--- src/hdl/bcpwm_pkg.sv ---
package bcpwm_pkg;
  localparam int NUM_CH = 6;
  localparam int NUM_PAIRS = 3;
  localparam int CNT_W = 16;
  localparam int PS_W = 3;
  // word byte addresses: status/control i at 0x00+8i, compare i at 0x04+8i
  localparam logic [7:0] ADDR_CTRL = 8'h30;
  localparam logic [7:0] ADDR_MOD = 8'h34;
  localparam logic [7:0] ADDR_CNT = 8'h38;
  localparam logic [7:0] ADDR_CH_BASE = 8'h00;
  localparam logic [7:0] ADDR_CH_STRIDE = 8'h08;
  localparam logic [7:0] ADDR_CMP_OFS = 8'h04;
  // channel control field positions
  localparam int F_FULL = 0;
  localparam int F_TOV = 1;
  localparam int F_ELS_LO = 2;
  localparam int F_ELS_HI = 3;
  localparam int F_MS_LO = 4;
  localparam int F_MS_HI = 5;
  localparam int F_IE = 6;
  localparam int F_FLAG = 7;
  // timer control field positions
  localparam int F_PS = 0;
  localparam int F_STOP = 4;
  localparam int F_RST = 5;
  localparam int F_TOIE = 6;
  localparam int F_TOF = 7;
  localparam logic [7:0] CH_CTRL_RESET = 8'h00;
  localparam logic [7:0] TCTRL_RESET = 8'h10;
  localparam logic [CNT_W-1:0] MOD_RESET = 16'hffff;
  localparam logic [CNT_W-1:0] CMP_RESET = 16'h0000;

  typedef struct packed {
    logic [CNT_W-1:0] cnt;
    logic tick;
    logic ovf;
  } bcpwm_time_t;

  typedef enum logic [1:0] {
    BCPWM_IDLE,
    BCPWM_ACCESS
  } bcpwm_bus_state_t;
endpackage : bcpwm_pkg

--- src/hdl/bcpwm_top.sv ---
`timescale 1ns/10ps
// Contract
// RQ1: even link bit pairs channel with next odd; output on even pin only
// RQ2: after linking, even channel's compare value governs first
// RQ3: write to odd compare of linked pair takes over at next overflow
// RQ4: at each overflow, most recently written set becomes active
// RQ5: linked pair uses even control register; odd control has no effect
// RQ6: odd pin released to general-purpose use while linked
// RQ7: write into active set acts immediately, like unbuffered
// RQ8: software writes only the inactive set of a linked pair
// RQ9: toggle-on-overflow toggles pin at counter modulo value
// RQ10: period equals interval between overflows, modulo and prescaler set
// RQ11: pulse width runs from overflow to compare match
// RQ12: select lo 0 clears pin on compare; 1 sets it
// RQ13: modulo N gives N+1 ticks per period
// RQ14: compare value sets pulse width in ticks; 128 of 256 is half
// RQ15: unbuffered write acts at once; compare only on equal match
// RQ16: software shortens pulse by writing in compare handler
// RQ17: software lengthens pulse by writing in overflow handler
// RQ18: software avoids toggle-on-compare for PWM
// RQ19: mode 0:1 unbuffered, 1:0 buffered; link bit beats select lo
// RQ20: toggle-on-overflow off gives no toggle, 0% duty
// RQ21: full-duty plus toggle-on-overflow gives constant 100% output
// RQ22: overflow flag at modulo; channel flag on each compare
// RQ23: counter returns to zero after modulo; that wrap is the overflow
module bcpwm_top (
  // apb
  input wire logic pclk,
  input wire logic presetn,
  input wire logic psel,
  input wire logic penable,
  input wire logic pwrite,
  input wire logic [7:0] paddr,
  input wire logic [31:0] pwdata,
  output logic [31:0] prdata,
  output logic pready,
  output logic pslverr,
  // channel pins: drive value and timer ownership per pin
  output logic [bcpwm_pkg::NUM_CH-1:0] chan_pin_out,
  output logic [bcpwm_pkg::NUM_CH-1:0] chan_pin_owned
);
  localparam int N = bcpwm_pkg::NUM_CH;
  localparam int W = bcpwm_pkg::CNT_W;

  bcpwm_pkg::bcpwm_bus_state_t state;
  bcpwm_pkg::bcpwm_bus_state_t next_state;
  logic [7:0] ch_ctrl [N];
  logic [7:0] next_ch_ctrl [N];
  logic [W-1:0] ch_cmp [N];
  logic [W-1:0] next_ch_cmp [N];
  logic [7:0] tctrl;
  logic [7:0] next_tctrl;
  logic [W-1:0] modulo;
  logic [W-1:0] next_modulo;
  logic [bcpwm_pkg::NUM_PAIRS-1:0] odd_active;
  logic [bcpwm_pkg::NUM_PAIRS-1:0] next_odd_active;
  logic [bcpwm_pkg::NUM_PAIRS-1:0] odd_pending;
  logic [bcpwm_pkg::NUM_PAIRS-1:0] next_odd_pending;
  logic tof_armed;
  logic next_tof_armed;
  logic [31:0] next_prdata;
  logic next_pready;
  logic next_pslverr;
  logic [N-1:0] next_pin_out;
  logic [N-1:0] next_pin_owned;

  bcpwm_pkg::bcpwm_time_t tb;
  logic [N-1:0] ch_pin;
  logic [N-1:0] ch_match;
  logic [N-1:0] ch_enable;
  logic [N-1:0] linked_odd;
  logic [W-1:0] eff_cmp [N];

  logic wr_acc;
  logic rd_acc;
  logic [2:0] sel_ch;
  logic sel_is_cmp;
  logic sel_ch_hit;

  bcpwm_counter u_counter (
    .pclk(pclk),
    .presetn(presetn),
    .stop(tctrl[bcpwm_pkg::F_STOP]),
    .clear(tctrl[bcpwm_pkg::F_RST]),
    .prescale_sel(tctrl[bcpwm_pkg::F_PS +: bcpwm_pkg::PS_W]),
    .modulo(modulo),
    .tb(tb)
  );

  genvar gi;
  generate
    for (gi = 0; gi < N; gi++) begin : g_ch
      if (gi % 2 == 0) begin : g_even
        localparam int P = gi / 2;
        // link bit on even channel overrides its select lo bit
        assign linked_odd[gi] = 1'b0;
        assign ch_enable[gi] = ch_ctrl[gi][bcpwm_pkg::F_MS_HI] ||
          (ch_ctrl[gi][bcpwm_pkg::F_MS_LO] &&
           !ch_ctrl[gi][bcpwm_pkg::F_MS_HI]); // RQ19
        assign eff_cmp[gi] = (ch_ctrl[gi][bcpwm_pkg::F_MS_HI] &&
          odd_active[P]) ? ch_cmp[gi+1] : ch_cmp[gi]; // RQ1 RQ4 RQ7
      end else begin : g_odd
        assign linked_odd[gi] = ch_ctrl[gi-1][bcpwm_pkg::F_MS_HI];
        // odd control is ignored while its pair is linked
        assign ch_enable[gi] = !linked_odd[gi] &&
          ch_ctrl[gi][bcpwm_pkg::F_MS_LO]; // RQ5
        assign eff_cmp[gi] = ch_cmp[gi];
      end
      bcpwm_channel u_ch (
        .pclk(pclk),
        .presetn(presetn),
        .tb(tb),
        .enable(ch_enable[gi]),
        .ctrl(ch_ctrl[gi]),
        .cmp(eff_cmp[gi]),
        .pin(ch_pin[gi]),
        .match(ch_match[gi])
      );
    end
  endgenerate

  always_comb begin
    wr_acc = psel && penable && pwrite && (state == bcpwm_pkg::BCPWM_ACCESS);
    rd_acc = psel && penable && !pwrite &&
      (state == bcpwm_pkg::BCPWM_ACCESS);
    sel_ch = 3'(paddr[6:3]);
    sel_is_cmp = paddr[2];
    sel_ch_hit = (paddr < bcpwm_pkg::ADDR_CTRL) && (paddr[1:0] == 2'b00);
  end

  // apb handshake: no wait state, answer in access cycle after setup
  always_comb begin
    next_state = state;
    next_pready = 1'b0;
    next_pslverr = 1'b0;
    next_prdata = '0;
    case (state)
      bcpwm_pkg::BCPWM_IDLE: begin
        if (psel && !penable) begin
          next_state = bcpwm_pkg::BCPWM_ACCESS;
          next_pready = 1'b1;
          next_pslverr = !(sel_ch_hit || paddr == bcpwm_pkg::ADDR_CTRL ||
            paddr == bcpwm_pkg::ADDR_MOD || paddr == bcpwm_pkg::ADDR_CNT);
          if (!pwrite) begin
            if (sel_ch_hit && sel_is_cmp) begin
              next_prdata = {16'h0000, ch_cmp[sel_ch]};
            end else if (sel_ch_hit) begin
              next_prdata = {24'h000000, ch_ctrl[sel_ch]};
            end else if (paddr == bcpwm_pkg::ADDR_CTRL) begin
              next_prdata = {24'h000000, tctrl};
            end else if (paddr == bcpwm_pkg::ADDR_MOD) begin
              next_prdata = {16'h0000, modulo};
            end else if (paddr == bcpwm_pkg::ADDR_CNT) begin
              next_prdata = {16'h0000, tb.cnt};
            end
          end
        end
      end
      bcpwm_pkg::BCPWM_ACCESS: begin
        next_state = bcpwm_pkg::BCPWM_IDLE;
      end
      default: next_state = bcpwm_pkg::BCPWM_IDLE;
    endcase
  end

  // register file, flags and buffer selection
  always_comb begin
    next_tctrl = tctrl;
    next_modulo = modulo;
    next_odd_active = odd_active;
    next_odd_pending = odd_pending;
    next_tof_armed = tof_armed;
    next_tctrl[bcpwm_pkg::F_RST] = 1'b0;
    for (int i = 0; i < N; i++) begin
      next_ch_ctrl[i] = ch_ctrl[i];
      next_ch_cmp[i] = ch_cmp[i];
    end
    if (rd_acc && paddr == bcpwm_pkg::ADDR_CTRL &&
        tctrl[bcpwm_pkg::F_TOF]) begin
      next_tof_armed = 1'b1;
    end
    if (wr_acc && paddr == bcpwm_pkg::ADDR_MOD) begin
      next_modulo = pwdata[W-1:0];
    end
    if (wr_acc && paddr == bcpwm_pkg::ADDR_CTRL) begin
      next_tctrl[6:0] = pwdata[6:0];
      // flag cleared by read-then-write-zero; set below still wins
      if (!pwdata[bcpwm_pkg::F_TOF] && tof_armed) begin
        next_tctrl[bcpwm_pkg::F_TOF] = 1'b0;
      end
      next_tof_armed = 1'b0;
    end
    for (int i = 0; i < N; i++) begin
      if (wr_acc && sel_ch_hit && sel_ch == 3'(i)) begin
        if (sel_is_cmp) begin
          next_ch_cmp[i] = pwdata[W-1:0]; // RQ15
        end else begin
          next_ch_ctrl[i][6:0] = pwdata[6:0];
          if (!pwdata[bcpwm_pkg::F_FLAG]) begin
            next_ch_ctrl[i][bcpwm_pkg::F_FLAG] = 1'b0;
          end
        end
      end
      if (ch_match[i]) begin
        next_ch_ctrl[i][bcpwm_pkg::F_FLAG] = 1'b1; // RQ22
      end
    end
    for (int p = 0; p < bcpwm_pkg::NUM_PAIRS; p++) begin
      // last written set wins at overflow; write to active set is direct
      if (wr_acc && sel_ch_hit && sel_is_cmp && sel_ch == 3'(2*p+1)) begin
        next_odd_pending[p] = 1'b1; // RQ3
      end else if (wr_acc && sel_ch_hit && sel_is_cmp &&
                   sel_ch == 3'(2*p)) begin
        next_odd_pending[p] = 1'b0; // RQ4
      end
      if (tb.ovf) begin
        next_odd_active[p] = next_odd_pending[p]; // RQ3 RQ4
      end
      if (!ch_ctrl[2*p][bcpwm_pkg::F_MS_HI]) begin
        next_odd_active[p] = 1'b0; // RQ2
        next_odd_pending[p] = 1'b0;
      end
    end
    if (tb.ovf) begin
      next_tctrl[bcpwm_pkg::F_TOF] = 1'b1; // RQ22
    end
    for (int i = 0; i < N; i++) begin
      next_pin_out[i] = ch_pin[i];
      next_pin_owned[i] = ch_enable[i] && !linked_odd[i]; // RQ6 RQ1
    end
  end

  always_ff @(posedge pclk or negedge presetn) begin
    if (!presetn) begin
      state <= bcpwm_pkg::BCPWM_IDLE;
      prdata <= '0;
      pready <= 1'b0;
      pslverr <= 1'b0;
      tctrl <= bcpwm_pkg::TCTRL_RESET;
      modulo <= bcpwm_pkg::MOD_RESET;
      odd_active <= '0;
      odd_pending <= '0;
      tof_armed <= 1'b0;
      chan_pin_out <= '0;
      chan_pin_owned <= '0;
      for (int i = 0; i < N; i++) begin
        ch_ctrl[i] <= bcpwm_pkg::CH_CTRL_RESET;
        ch_cmp[i] <= bcpwm_pkg::CMP_RESET;
      end
    end else begin
      state <= next_state;
      prdata <= next_prdata;
      pready <= next_pready;
      pslverr <= next_pslverr;
      tctrl <= next_tctrl;
      modulo <= next_modulo;
      odd_active <= next_odd_active;
      odd_pending <= next_odd_pending;
      tof_armed <= next_tof_armed;
      chan_pin_out <= next_pin_out;
      chan_pin_owned <= next_pin_owned;
      for (int i = 0; i < N; i++) begin
        ch_ctrl[i] <= next_ch_ctrl[i];
        ch_cmp[i] <= next_ch_cmp[i];
      end
    end
  end
endmodule : bcpwm_top

--- src/hdl/bcpwm_counter.sv ---
`timescale 1ns/10ps
module bcpwm_counter (
  // clock and reset
  input wire logic pclk,
  input wire logic presetn,
  // control
  input wire logic stop,
  input wire logic clear,
  input wire logic [bcpwm_pkg::PS_W-1:0] prescale_sel,
  input wire logic [bcpwm_pkg::CNT_W-1:0] modulo,
  // time base out
  output bcpwm_pkg::bcpwm_time_t tb
);
  logic [6:0] div;
  logic [6:0] next_div;
  logic [bcpwm_pkg::CNT_W-1:0] cnt;
  logic [bcpwm_pkg::CNT_W-1:0] next_cnt;
  logic tick;
  logic wrap;

  always_comb begin
    next_div = div + 7'h01;
    // prescaler select n ticks once per 2^n bus clocks
    tick = !stop && ((div & ((7'h01 << prescale_sel) - 7'h01)) == 7'h00);
    wrap = tick && (cnt == modulo);
    next_cnt = cnt;
    if (clear) begin
      next_cnt = '0;
      next_div = '0;
    end else if (stop) begin
      next_div = div;
    end else if (tick) begin
      next_cnt = wrap ? '0 : cnt + 16'h0001; // RQ23 RQ13
    end
  end

  always_ff @(posedge pclk or negedge presetn) begin
    if (!presetn) begin
      div <= '0;
      cnt <= '0;
    end else begin
      div <= next_div;
      cnt <= next_cnt;
    end
  end

  always_comb begin
    tb.cnt = cnt;
    tb.tick = tick && !clear;
    tb.ovf = wrap && !clear; // RQ10
  end
endmodule : bcpwm_counter

--- src/hdl/bcpwm_channel.sv ---
`timescale 1ns/10ps
module bcpwm_channel (
  // clock and reset
  input wire logic pclk,
  input wire logic presetn,
  // time base
  input bcpwm_pkg::bcpwm_time_t tb,
  // configuration
  input wire logic enable,
  input wire logic [7:0] ctrl,
  input wire logic [bcpwm_pkg::CNT_W-1:0] cmp,
  // results
  output logic pin,
  output logic match
);
  logic next_pin;
  logic tov;
  logic full;
  logic els_lo;
  logic els_hi;

  always_comb begin
    tov = ctrl[bcpwm_pkg::F_TOV];
    full = ctrl[bcpwm_pkg::F_FULL];
    els_lo = ctrl[bcpwm_pkg::F_ELS_LO];
    els_hi = ctrl[bcpwm_pkg::F_ELS_HI];
    // match on the count being entered, so high time is cmp ticks, not cmp+1
    match = enable && tb.tick &&
      ((tb.ovf ? 16'h0000 : tb.cnt + 16'h0001) == cmp); // RQ15 RQ22 RQ14
    next_pin = pin;
    if (enable && full && tov) begin
      next_pin = !els_lo; // RQ21
    end else if (enable && match) begin
      case ({els_hi, els_lo})
        2'b01: next_pin = !pin;
        2'b10: next_pin = 1'b0; // RQ12 RQ11
        2'b11: next_pin = 1'b1; // RQ12
        default: next_pin = pin;
      endcase
    end else if (enable && tb.ovf && tov) begin
      next_pin = !pin; // RQ9 RQ20
    end
  end

  always_ff @(posedge pclk or negedge presetn) begin
    if (!presetn) begin
      pin <= 1'b0;
    end else begin
      pin <= next_pin;
    end
  end
endmodule : bcpwm_channel

--- config.mk ---
export PLATFORM = sky130hd
export DESIGN_NAME = bcpwm_top
export DESIGN_NICKNAME = d
export VERILOG_FILES = /design/src/hdl/bcpwm_pkg.sv /design/src/hdl/bcpwm_top.sv /design/src/hdl/bcpwm_counter.sv /design/src/hdl/bcpwm_channel.sv
export SDC_FILE = /design/constraint.sdc
export NUM_CORES = 1
export LEC_CHECK = 0
export ABC_CLOCK_PERIOD_IN_PS = 4030
export BUFFER_PORTS_ARGS = -buffer_cell sky130_fd_sc_hd__buf_2
export CAP_MARGIN = 10
export CORE_MARGIN = 2
export CORE_UTILIZATION = 44
export CTS_CLUSTER_DIAMETER = 120
export DETAILED_ROUTE_END_ITERATION = 8
export REMOVE_ABC_BUFFERS = 1
export SLEW_MARGIN = 20
export SYNTH_ARGS = -nofsm -noshare
export SYNTH_HDL_FRONTEND = slang
export SYNTH_SLANG_ARGS = --single-unit
--- constraint.sdc ---
create_clock -name pclk -period 4.03 [get_ports pclk]
set_input_delay 0.2015 -clock pclk [delete_from_list [all_inputs] [get_ports pclk]]
set_output_delay 0.2015 -clock pclk [all_outputs]
set_load 0.03 [all_outputs]
Yosys cells after proc, flatten, opt, wreduce, memory -nomap -nowiden
Index checks and enable logic that the tools add are counted.
{ "word_totals": {"register_bits": 252, "wordCells": 358, "inputBits": 45, "output_inout_bits": 46} }
{ "classes": {"n_bitwise": 3, "eq_ne": 57, "n_lt_le_gt_ge": 2, "mux": 93, "shift": 1, "add_sub_neg": 3, "n_reduce_logical": 158} }
{ "op_table": {"columns": ["cell", "count"], "rows": [
  ["2-to-1 mux 16 bit", 18],
  ["2-to-1 mux 8 bit", 15],
  ["== test 16 bit", 7],
  ["logical AND 1 bit", 85],
  ["binary-select mux 16 bit (select 3 bit)", 1],
  ["2-to-1 mux 1 bit", 48],
  ["AND reduction 2 bit", 20],
  ["!= test 2 x 1 -> 1 bit, second input constant", 16],
  ["!= test 5 x 4 -> 1 bit, second input constant", 6],
  ["binary-select mux 8 bit (select 3 bit)", 1],
  ["== test 2 bit, second input constant", 12],
  ["== test 8 x 6 -> 1 bit, second input constant", 3],
  ["logical NOT 1 bit", 21],
  ["nonzero test 2 bit", 10],
  ["case mux 1 bit (3 select lines)", 6],
  ["AND reduction 3 bit", 6],
  ["nonzero test 3 bit", 6],
  ["adder 16 x 1 -> 16 bit, second input constant", 1],
  ["== test 2 x 1 -> 1 bit, second input constant", 7],
  ["2-to-1 mux 7 bit", 2],
  ["< comparator 8 x 6 -> 1 bit, second input constant", 1],
  ["adder 7 x 1 -> 7 bit, second input constant", 1],
  ["AND 7 bit", 1],
  ["logical NOT 7 bit", 1],
  ["other kinds (13)", 22]
]} }

Depth between registers and ports, before layout
Gate-level depths: netlist (run 1).
{ "depth": {"word_depth": 13, "ltp_mapped": 14, "depth_no_buf": 11} }

Modules after synthesis
A second synthesis (run 1) with hierarchy kept.
{ "unflattened": {"hier_cells": 1608, "hier_area_um2": 16756.1} }
{ "modules_own_cells": {"columns": ["module", "area_each_um2", "n_inst", "cells_each", "seq_area_each_um2"], "rows": [
  ["bcpwm_top", 9808.2, 1, 713, 5176.2],
  ["bcpwm_channel", 868.3, 6, 121, 25.0],
  ["bcpwm_counter", 1737.9, 1, 169, 575.6]
]} }

Worst setup path after synthesis (run 1)
OpenSTA, ideal clock, no wires.
{ "synth_path": {"path_type": "register to register", "from": "register u_counter.cnt[1] in the netlist's numbering", "to": "register g_ch[5].u_ch.pin", "setup_slack_ps": 694, "setup_time_ps": 122, "t_arrival_ps": 3215, "path_stages_with_launch": 13, "period_less_slack_ps": 3336, "path_cell_list": "dfrtp_1 > ha_1 > nand3_2 > or4_1 > and2_0 > clkbuf_1 > a222oi_1 > nand4_1 > a221o_1 > a2111oi_4 > and4b_1 > a31oi_1 > a32o_1"} }
{ "synth_via": {"elab_chain_len": 9, "word_cells_on_any_way": 15, "classes_between": "add/sub (1); eq/ne (3); mux (3); reduce/logical (8)"} }
{ "synth_lines": {"columns": ["item", "line_no", "rtl"], "rows": [
  ["from (decl)", "bcpwm_counter.sv:16", "logic [bcpwm_pkg::CNT_W-1:0] cnt;"],
  ["from (signal assigned)", "bcpwm_counter.sv:43", "cnt <= next_cnt;"],
  ["parallel branches: the longest is 9 deep, another holds adder 16 x 1 -> 16 bit", null, null],
  ["to (signal assigned)", "bcpwm_channel.sv:49", "pin <= next_pin;"],
  ["to (decl)", "bcpwm_channel.sv:13", "output logic pin,"]
]} }
Parallel ways; which one is timed is not known.
A chain may end at the register's enable or synchronous reset.

Worst setup path after layout (run 1)
{ "layout_path": {"from": "register u_counter.cnt[0] in the netlist's numbering", "to": "register g_ch[0].u_ch.pin"} }
{ "layout_via": {"elab_chain_len": 9, "word_cells_on_any_way": 15, "classes_between": "add/sub (1); eq/ne (3); mux (3); reduce/logical (8)"} }
{ "layout_lines": {"columns": ["item", "line_no"], "rows": [
  ["parallel branches: the longest is 9 deep, another holds adder 16 x 1 -> 16 bit", null],
  ["to (signal assigned)", "bcpwm_channel.sv:49"],
  ["to (decl)", "bcpwm_channel.sv:13"]
]} }
Parallel ways; which one is timed is not known.

==> impl_metrics.ini, run 1 <==
[worst_setup_path]
slowest_stage = xor2_1
worst-setup-path-type = reg2reg
crit_arrival_ns = 4.28
cp_cell_sequence = buf_4, nand4_1, nor4_4, xor2_1, xnor2_1, o31a_1, nor3_1, nor4bb_1, buf_4, nor3_1, o32ai_1
end_kind = register
cp_num_buf_inv = 2
cp.required_ns = 4.48
r2r_setup_slack_ns = 0.20
crit_family = simple AND/OR/NAND/NOR gates
reg2reg_from = u_counter.cnt[0]$_DFFE_PN0P_
crit_fanout = 15
crit_path_start = u_counter.cnt[0]$_DFFE_PN0P_
slowest_delay_ns = 0.62
start_kind = register

[synthesis]
synthesis.area_sq_um = 14000
ys_ff_latch = 235
synthCells = 1291
post_synth.cell_area_avg_sq_um = 10.8
yosys.area.top_type = dfrtp_1
yosysSeqAreaShare = 0.422
async_reset_ff_frac = 1.00
ys_warn_count = 0
synthTopCellsByArea = dfrtp_1 39%, mux2_2 14%, mux2i_1 5.1%, mux4_2 3.9%, dfstp_2 3.2%
yosys_most_used_dff = dfrtp_1
synth_top_area_frac = 0.390
synth.distinct_cells = 83
synth-edff-count = 0

[power]
clockPowerShare = 0.382
vdd_drop_max_mv = 0.348
swShare = 0.315
internal_power_mw = 4.23
power_leakage_nw = 7.58
p_per_area_nw_per_um2 = 392
pwr-share-comb = 0.217
p_switching_mw = 1.95
total_power_mw = 6.18
p_seq_frac = 0.401

[cells_and_area]
area_delta_synth_final_pct = 12.6
fill_cells = 2850
final_area_sq_um = 15800
final-seq-area_sq_um = 5900
num-nets-final = 1407
fin_util = 0.501
multi_input_area_sq_um = 7670
drive_gt1_frac = 0.290

[clock_network]
cts_max_level = 1
cts_tree = built
clkTransAtPathRegs_ns = 0.06
cts_buffers = 26
postCtsSetupRepairBufs = 0
clock_sinks = 235
clock_path_buffers = 3
cts_root_buf = clkbuf_16
clock_latency_ns = 0.56

[sta]
min_period_ns = 3.83
drv_slew = 0
slew_headroom = 0.244
hold_viol_final = 0
final.setup.tns_ns = 0
skew_ns = 0.0141
fmaxAchievable_mhz = 261
rsz0062_at_grt = false
layout_worst_path_cycle_share = 0.951
setup_viol = 0
setup_slack_ns = 0.196
worst_pin_slew_ns = 1.13

[global_route]
grt_remaining_overflow = 0
antenna_found_initial = 2
grt_max_degree = 101
grt_pass1_vias = 10900
global_route.usage.total = 0.269
grt_pass1_wl_um = 68100

[route]
routed_wl_um = 44400
vias = 11100
wl_per_cell_um = 25.0
drtIter0Drc = 998
viasPerCell = 6.25
drc = 0
postRouteAntennaNets = 0
drtPass1Iterations = 6

[floorplanning]
start_util = 0.445
die_w_um = 182
ios = 91
die_y_um = 182
die_area_sq_um = 33300
fp-row-count = 65
core_sq_um = 31500

[placed_design]
numPortBuffers = 58
dp.final_hpwl_um = 32400
place_congestion = 0.938
dp_slack_ns = 0.202
dpl_cell_area_sq_um = 14800

[worst_hold_path]
hold_class = in2reg
min_from = pwdata[13]

[run_status]
outcome = finished clean

[job]
maxCapViolCount = 0
repair_timing:
item / CTS / global route
setup endpoints to repair: 0 / 4
resized for setup: 0 / 7
hold endpoints to repair: 73 / 0
hold buffers: 5 / 0
worst reg2reg max path, cell delays in order, from the launching register on:
cell	delay, ns
dfrtp_1	0.41
buf_4	0.26
nand4_1	0.36
nor4_4	0.40
xor2_1	0.62
xnor2_1	0.15
o31a_1	0.37
nor3_1	0.26
nor4bb_1	0.40
buf_4	0.19
nor3_1	0.04
o32ai_1	0.27
cell type report:
class	count	share of cell area
Tap cell	402	0.0319
Timing Repair Buffer	115	0.0487
Inverter	17	0.00405
Sequential cell	235	0.374
Clock buffer	40	0.0490
Clock inverter	8	0.00484
Antenna cell	2	0.000317
Multi-Input combinational cell	959	0.487
worst paths after layout:
path                            cells past startpoint                            to
worst max-delay path                               11  g_ch[0].u_ch.pin$_DFFE_PN0P_
worst min-delay path                                2        ch_cmp[77]$_DFFE_PN0P_
worst max register to register                     11  g_ch[0].u_ch.pin$_DFFE_PN0P_
worst min register to register                      0     chan_pin_out[4]$_DFF_PN0_
max in group asynchronous                           3        ch_cmp[33]$_DFFE_PN0P_
min in group asynchronous                           2          prdata[14]$_DFF_PN0_
cells in the mapped netlist, types with 6 or more instances:
cell / instances
nor3b_1: 7
and3_1: 13
nor3_1: 24
a21oi_1: 29
a31oi_1: 10
buf_2: 10
a222oi_1: 13
and2_1: 8
nand3_1: 31
mux4_2: 24
xnor2_1: 39
clkbuf_1: 54
nor2b_1: 6
mux2_2: 177
nor2_1: 67
o21ai_0: 68
nor4_1: 18
nand2_1: 108
a311oi_1: 6
a22oi_1: 9
xor2_1: 36
o22ai_1: 17
dfrtp_1: 218
ha_1: 8
inv_1: 17
buf_4: 22
o2111ai_1: 6
a211oi_1: 8
a221oi_1: 15
dfstp_2: 17
o21a_1: 6
buf_1: 7
nand4_1: 14
nand2b_1: 8
mux2i_1: 71
registers in the layout (all words and copies together), names as in the netlist:
| name | count |
|---|---|
| pslverr | 1 |
| ch_ctrl | 48 |
| odd_pending | 3 |
| tof_armed | 1 |
| prdata | 16 |
| chan_pin_owned | 6 |
| tctrl | 8 |
| u_counter.div | 7 |
| pready | 1 |
| ch_cmp | 96 |
| odd_active | 3 |
| state | 1 |
| g_ch.u_ch.pin | 6 |
| u_counter.cnt | 16 |
| chan_pin_out | 6 |
| modulo | 16 |
power by group through the flow:
stage	registers [mW]	clock network, mW	logic (mW)
floorplan	2.52	0	0.714
global placement	2.52	0	1.29
detailed placement	2.52	0	1.30
CTS	2.48	2.40	1.30
global route	2.49	2.50	1.43
finish	2.48	2.36	1.34
layer usage:
metal,up-vias,GRT usage,share of wire
li1,4935,-,-
met1,5681,0.379,0.44
met2,423,0.437,0.47
met3,71,0.0371,0.061
met4,0,0.0735,0.025
met5,-,0,0
cells in the final DEF, fill, tap and decap left out, types with 13 or more instances in the layout:
cell type  synthesis  layout
clkbuf_16          0      26
xor2_1            36      31
o22ai_1           17      17
o21ai_0           68      68
a222oi_1          13      13
nor2_1            67      67
mux2i_1           71      71
and3_1            13      13
nor3_1            24      24
buf_2             10      56
dfstp_2           17      17
buf_4             22      51
inv_1             17      17
nor4_1            18      17
a221oi_1          15      15
nand2_1          108     107
nand4_1           14      14
mux4_2            24      24
dfrtp_1          218     218
conb_1             1      16
a21oi_1           29      29
mux2_2           177     177
nand3_1           31      31
xnor2_1           39      38
cell families after synthesis:
kind of cell	after synthesis	synth area share
other cells	1	0.000268
simple gates	342	0.129
mux	273	0.233
flops	235	0.422
compound gates	242	0.121
buf+inv	112	0.0379
fa+ha+maj	9	0.00796
xor+xnor	77	0.0501
per-stage QoR:
step	hold slack (ns)	instances
6_report	0.0201	1778
4_1_cts	0.00660	1776
2_1_floorplan	-0.0941	1211
3_5_place_dp	0.264	1723
5_1_grt	0.0203	1777
3_3_place_gp	0.257	1723
Note: power is estimated with default switching activity, not from simulation.
==> run 2, diff against run 1 <==
--- a/config.mk
+++ b/config.mk
@@ -12,7 +12,8 @@
 export CORE_UTILIZATION = 44
 export CTS_CLUSTER_DIAMETER = 120
 export DETAILED_ROUTE_END_ITERATION = 8
-export REMOVE_ABC_BUFFERS = 1
+export PLACE_DENSITY = 0.71
+export RECOVER_POWER = 25
 export SLEW_MARGIN = 20
 export SYNTH_ARGS = -nofsm -noshare
 export SYNTH_HDL_FRONTEND = slang
==> run 2 against run 1 <==
  * The flow now finishes with violations (max-capacitance violations, max-slew violations)
  * Routed wire length decreased by 2.2%
  * Die area unchanged
  * Flip-flop and latch count unchanged
  * Maximum frequency increased by 0.25%
  * Largest cell class unchanged
  * Worst hold slack improved by 0.012 ns
==> impl_metrics.ini, run 2 (synthesis results as in run 1) <==
[global_route]
grt_max_degree = 106
grt_pass1_vias = 10900
antenna_found_initial = 0
grt_remaining_overflow = 0
global_route.usage.total = 0.261
grt_pass1_wl_um = 66700

[power]
p_seq_frac = 0.406
p_switching_mw = 1.91
clockPowerShare = 0.378
internal_power_mw = 4.20
pwr-share-comb = 0.215
p_per_area_nw_per_um2 = 390
swShare = 0.313
vdd_drop_max_mv = 0.279
power_leakage_nw = 7.52

[sta]
skew_ns = 0.0184
layout_worst_path_cycle_share = 0.949
hold_viol_final = 0
min_period_ns = 3.82
setup_viol = 0
worst_pin_slew_ns = 2.66
drv_slew = 105
slew_headroom = -0.772
rsz0062_at_grt = false
final.setup.tns_ns = 0
fmaxAchievable_mhz = 261

[worst_setup_path]
reg2reg_to = g_ch[5].u_ch.pin$_DFFE_PN0P_
reg2reg_from = u_counter.cnt[1]$_DFFE_PN0P_
start_kind = register
crit_arrival_ns = 4.26
end_kind = register
r2r_setup_slack_ns = 0.21
crit_fanout = 10
worst-setup-path-type = reg2reg
cp.required_ns = 4.47
reg2reg_depth = 12

[floorplanning]
start_util = 0.445
ios = 91
die_w_um = 182
core_sq_um = 31500
fp-row-count = 65
die_area_sq_um = 33300
die_y_um = 182

[clock_network]
cts_max_level = 1
clkTransAtPathRegs_ns = 0.06
cts_buffers = 26
clock_path_buffers = 3
clock_sinks = 235
cts_root_buf = clkbuf_16
clock_latency_ns = 0.55
postCtsSetupRepairBufs = 0
cts_tree = built

[route]
drtIter0Drc = 1042
routed_wl_um = 43500
viasPerCell = 6.23
postRouteAntennaNets = 0
vias = 11000
wl_per_cell_um = 24.6
drtPass1Iterations = 7
drc = 0

[cells_and_area]
num-nets-final = 1402
largest_register_ffs = 96
drive_gt1_frac = 0.279
n_antenna_cell = 0
layout_common_cells = 218 x dfrtp_1, 177 x mux2_2, 108 x nand2_1
area_delta_synth_final_pct = 11.8
final_common_cell = dfrtp_1
layoutNonFillerInstCount = 1769
regMostFlops = ch_cmp
top_regs = ch_cmp x96, ch_ctrl x48

[worst_hold_path]
min_path_cells = 2
hold_class = in2reg
min_from = pwdata[13]
hold-path-endpoint = ch_cmp[61]$_DFFE_PN0P_

[placed_design]
numPortBuffers = 58
placed_cells = 1718
place_congestion = 0.994
dp.final_hpwl_um = 31700

[job]
maxCapViolCount = 1

[run_status]
violations = max-capacitance violations, max-slew violations
outcome = finished with violations
-- run 2: cell types whose count changed in the layout (fill, tap and decap cells not counted), sizes merged --
cell,delta
clkinv,-6
diode,-2
buf,-7
clkinvlp,+1
clkbuf,+5
-- run 2: per-layer routing --
| metal | global-route usage | wire length, um | vias to the layer above |
|---|---|---|---|
| met2 | 0.416 | 20100 | 446 |
| met4 | 0.0948 | 1670 | 0 |
| met5 | 0 | 0 | - |
| met1 | 0.355 | 18500 | 5572 |
| met3 | 0.0519 | 3230 | 98 |
| li1 | - | - | 4911 |
-- run 2: layout make-up --
type                    instances  area, sq um
well taps                     402          503
multi-input cells             959         7640
inverters                      17         63.8
repair buffers                110          717
fillers                      2807        15800
flip-flops and latches        235         5900
clock inverters                 3         53.8
clock buffers                  43          764
-- run 2: timing repair --
action                                  in CTS  in global routing
hold buffers                                 5                  0
hold endpoints to repair                    90                  0
endpoints found under the setup margin       0                  2
gates resized for setup                      0                  2
-- run 2: worst max path at each step --
| stage | start | cells past startpoint | to | slack [ns] |
|---|---|---|---|---|
| floorplan | u_counter.cnt[1]$_DFFE_PN0P_ | 12 | g_ch[5].u_ch.pin$_DFFE_PN0P_ | 0.69 |
| CTS | u_counter.cnt[1]$_DFFE_PN0P_ | 11 | g_ch[0].u_ch.pin$_DFFE_PN0P_ | 0.19 |
| global placement | u_counter.cnt[3]$_DFFE_PN0P_ | 11 | g_ch[2].u_ch.pin$_DFFE_PN0P_ | 0.33 |
| detailed placement | u_counter.cnt[1]$_DFFE_PN0P_ | 11 | g_ch[0].u_ch.pin$_DFFE_PN0P_ | 0.23 |
| finish | u_counter.cnt[1]$_DFFE_PN0P_ | 12 | g_ch[5].u_ch.pin$_DFFE_PN0P_ | 0.21 |
| global route | u_counter.cnt[1]$_DFFE_PN0P_ | 12 | g_ch[5].u_ch.pin$_DFFE_PN0P_ | 0.02 |
-- run 2: power groups by stage --
stage / Combinational, mW / Sequential [mW] / Clock (mW)
CTS: 1.29 / 2.48 / 2.35
floorplan: 0.855 / 2.50 / 0
finish: 1.31 / 2.48 / 2.31
detailed placement: 1.28 / 2.52 / 0
global route: 1.40 / 2.48 / 2.46
global placement: 1.27 / 2.51 / 0
-- run 2: per-stage QoR --
step	instance area, sq um	utilization	worst slack (ns)	hold slack (ns)	power [mW]
floorplan	14100	-	0.694	-0.0941	3.35
global placement	14800	0.469	0.333	0.301	3.78
detailed placement	14800	0.469	0.228	0.311	3.80
CTS	15600	0.497	0.192	0.0140	6.12
global route	15600	0.497	0.0249	0.0314	6.35
finish	15600	0.497	0.206	0.0319	6.11
-- run 2: critical path, stage by stage, from the launching register on --
cell and delay (ns):
dfrtp_1 0.45, ha_1 0.30, nand3_2 0.28, or4_1 0.64, and2_0 0.32, a222oi_1 0.36
nand4_1 0.13, a221o_1 0.32, a2111oi_4 0.22, buf_4 0.23, mux2i_1 0.19, nand2_1 0.06
a32o_1 0.21
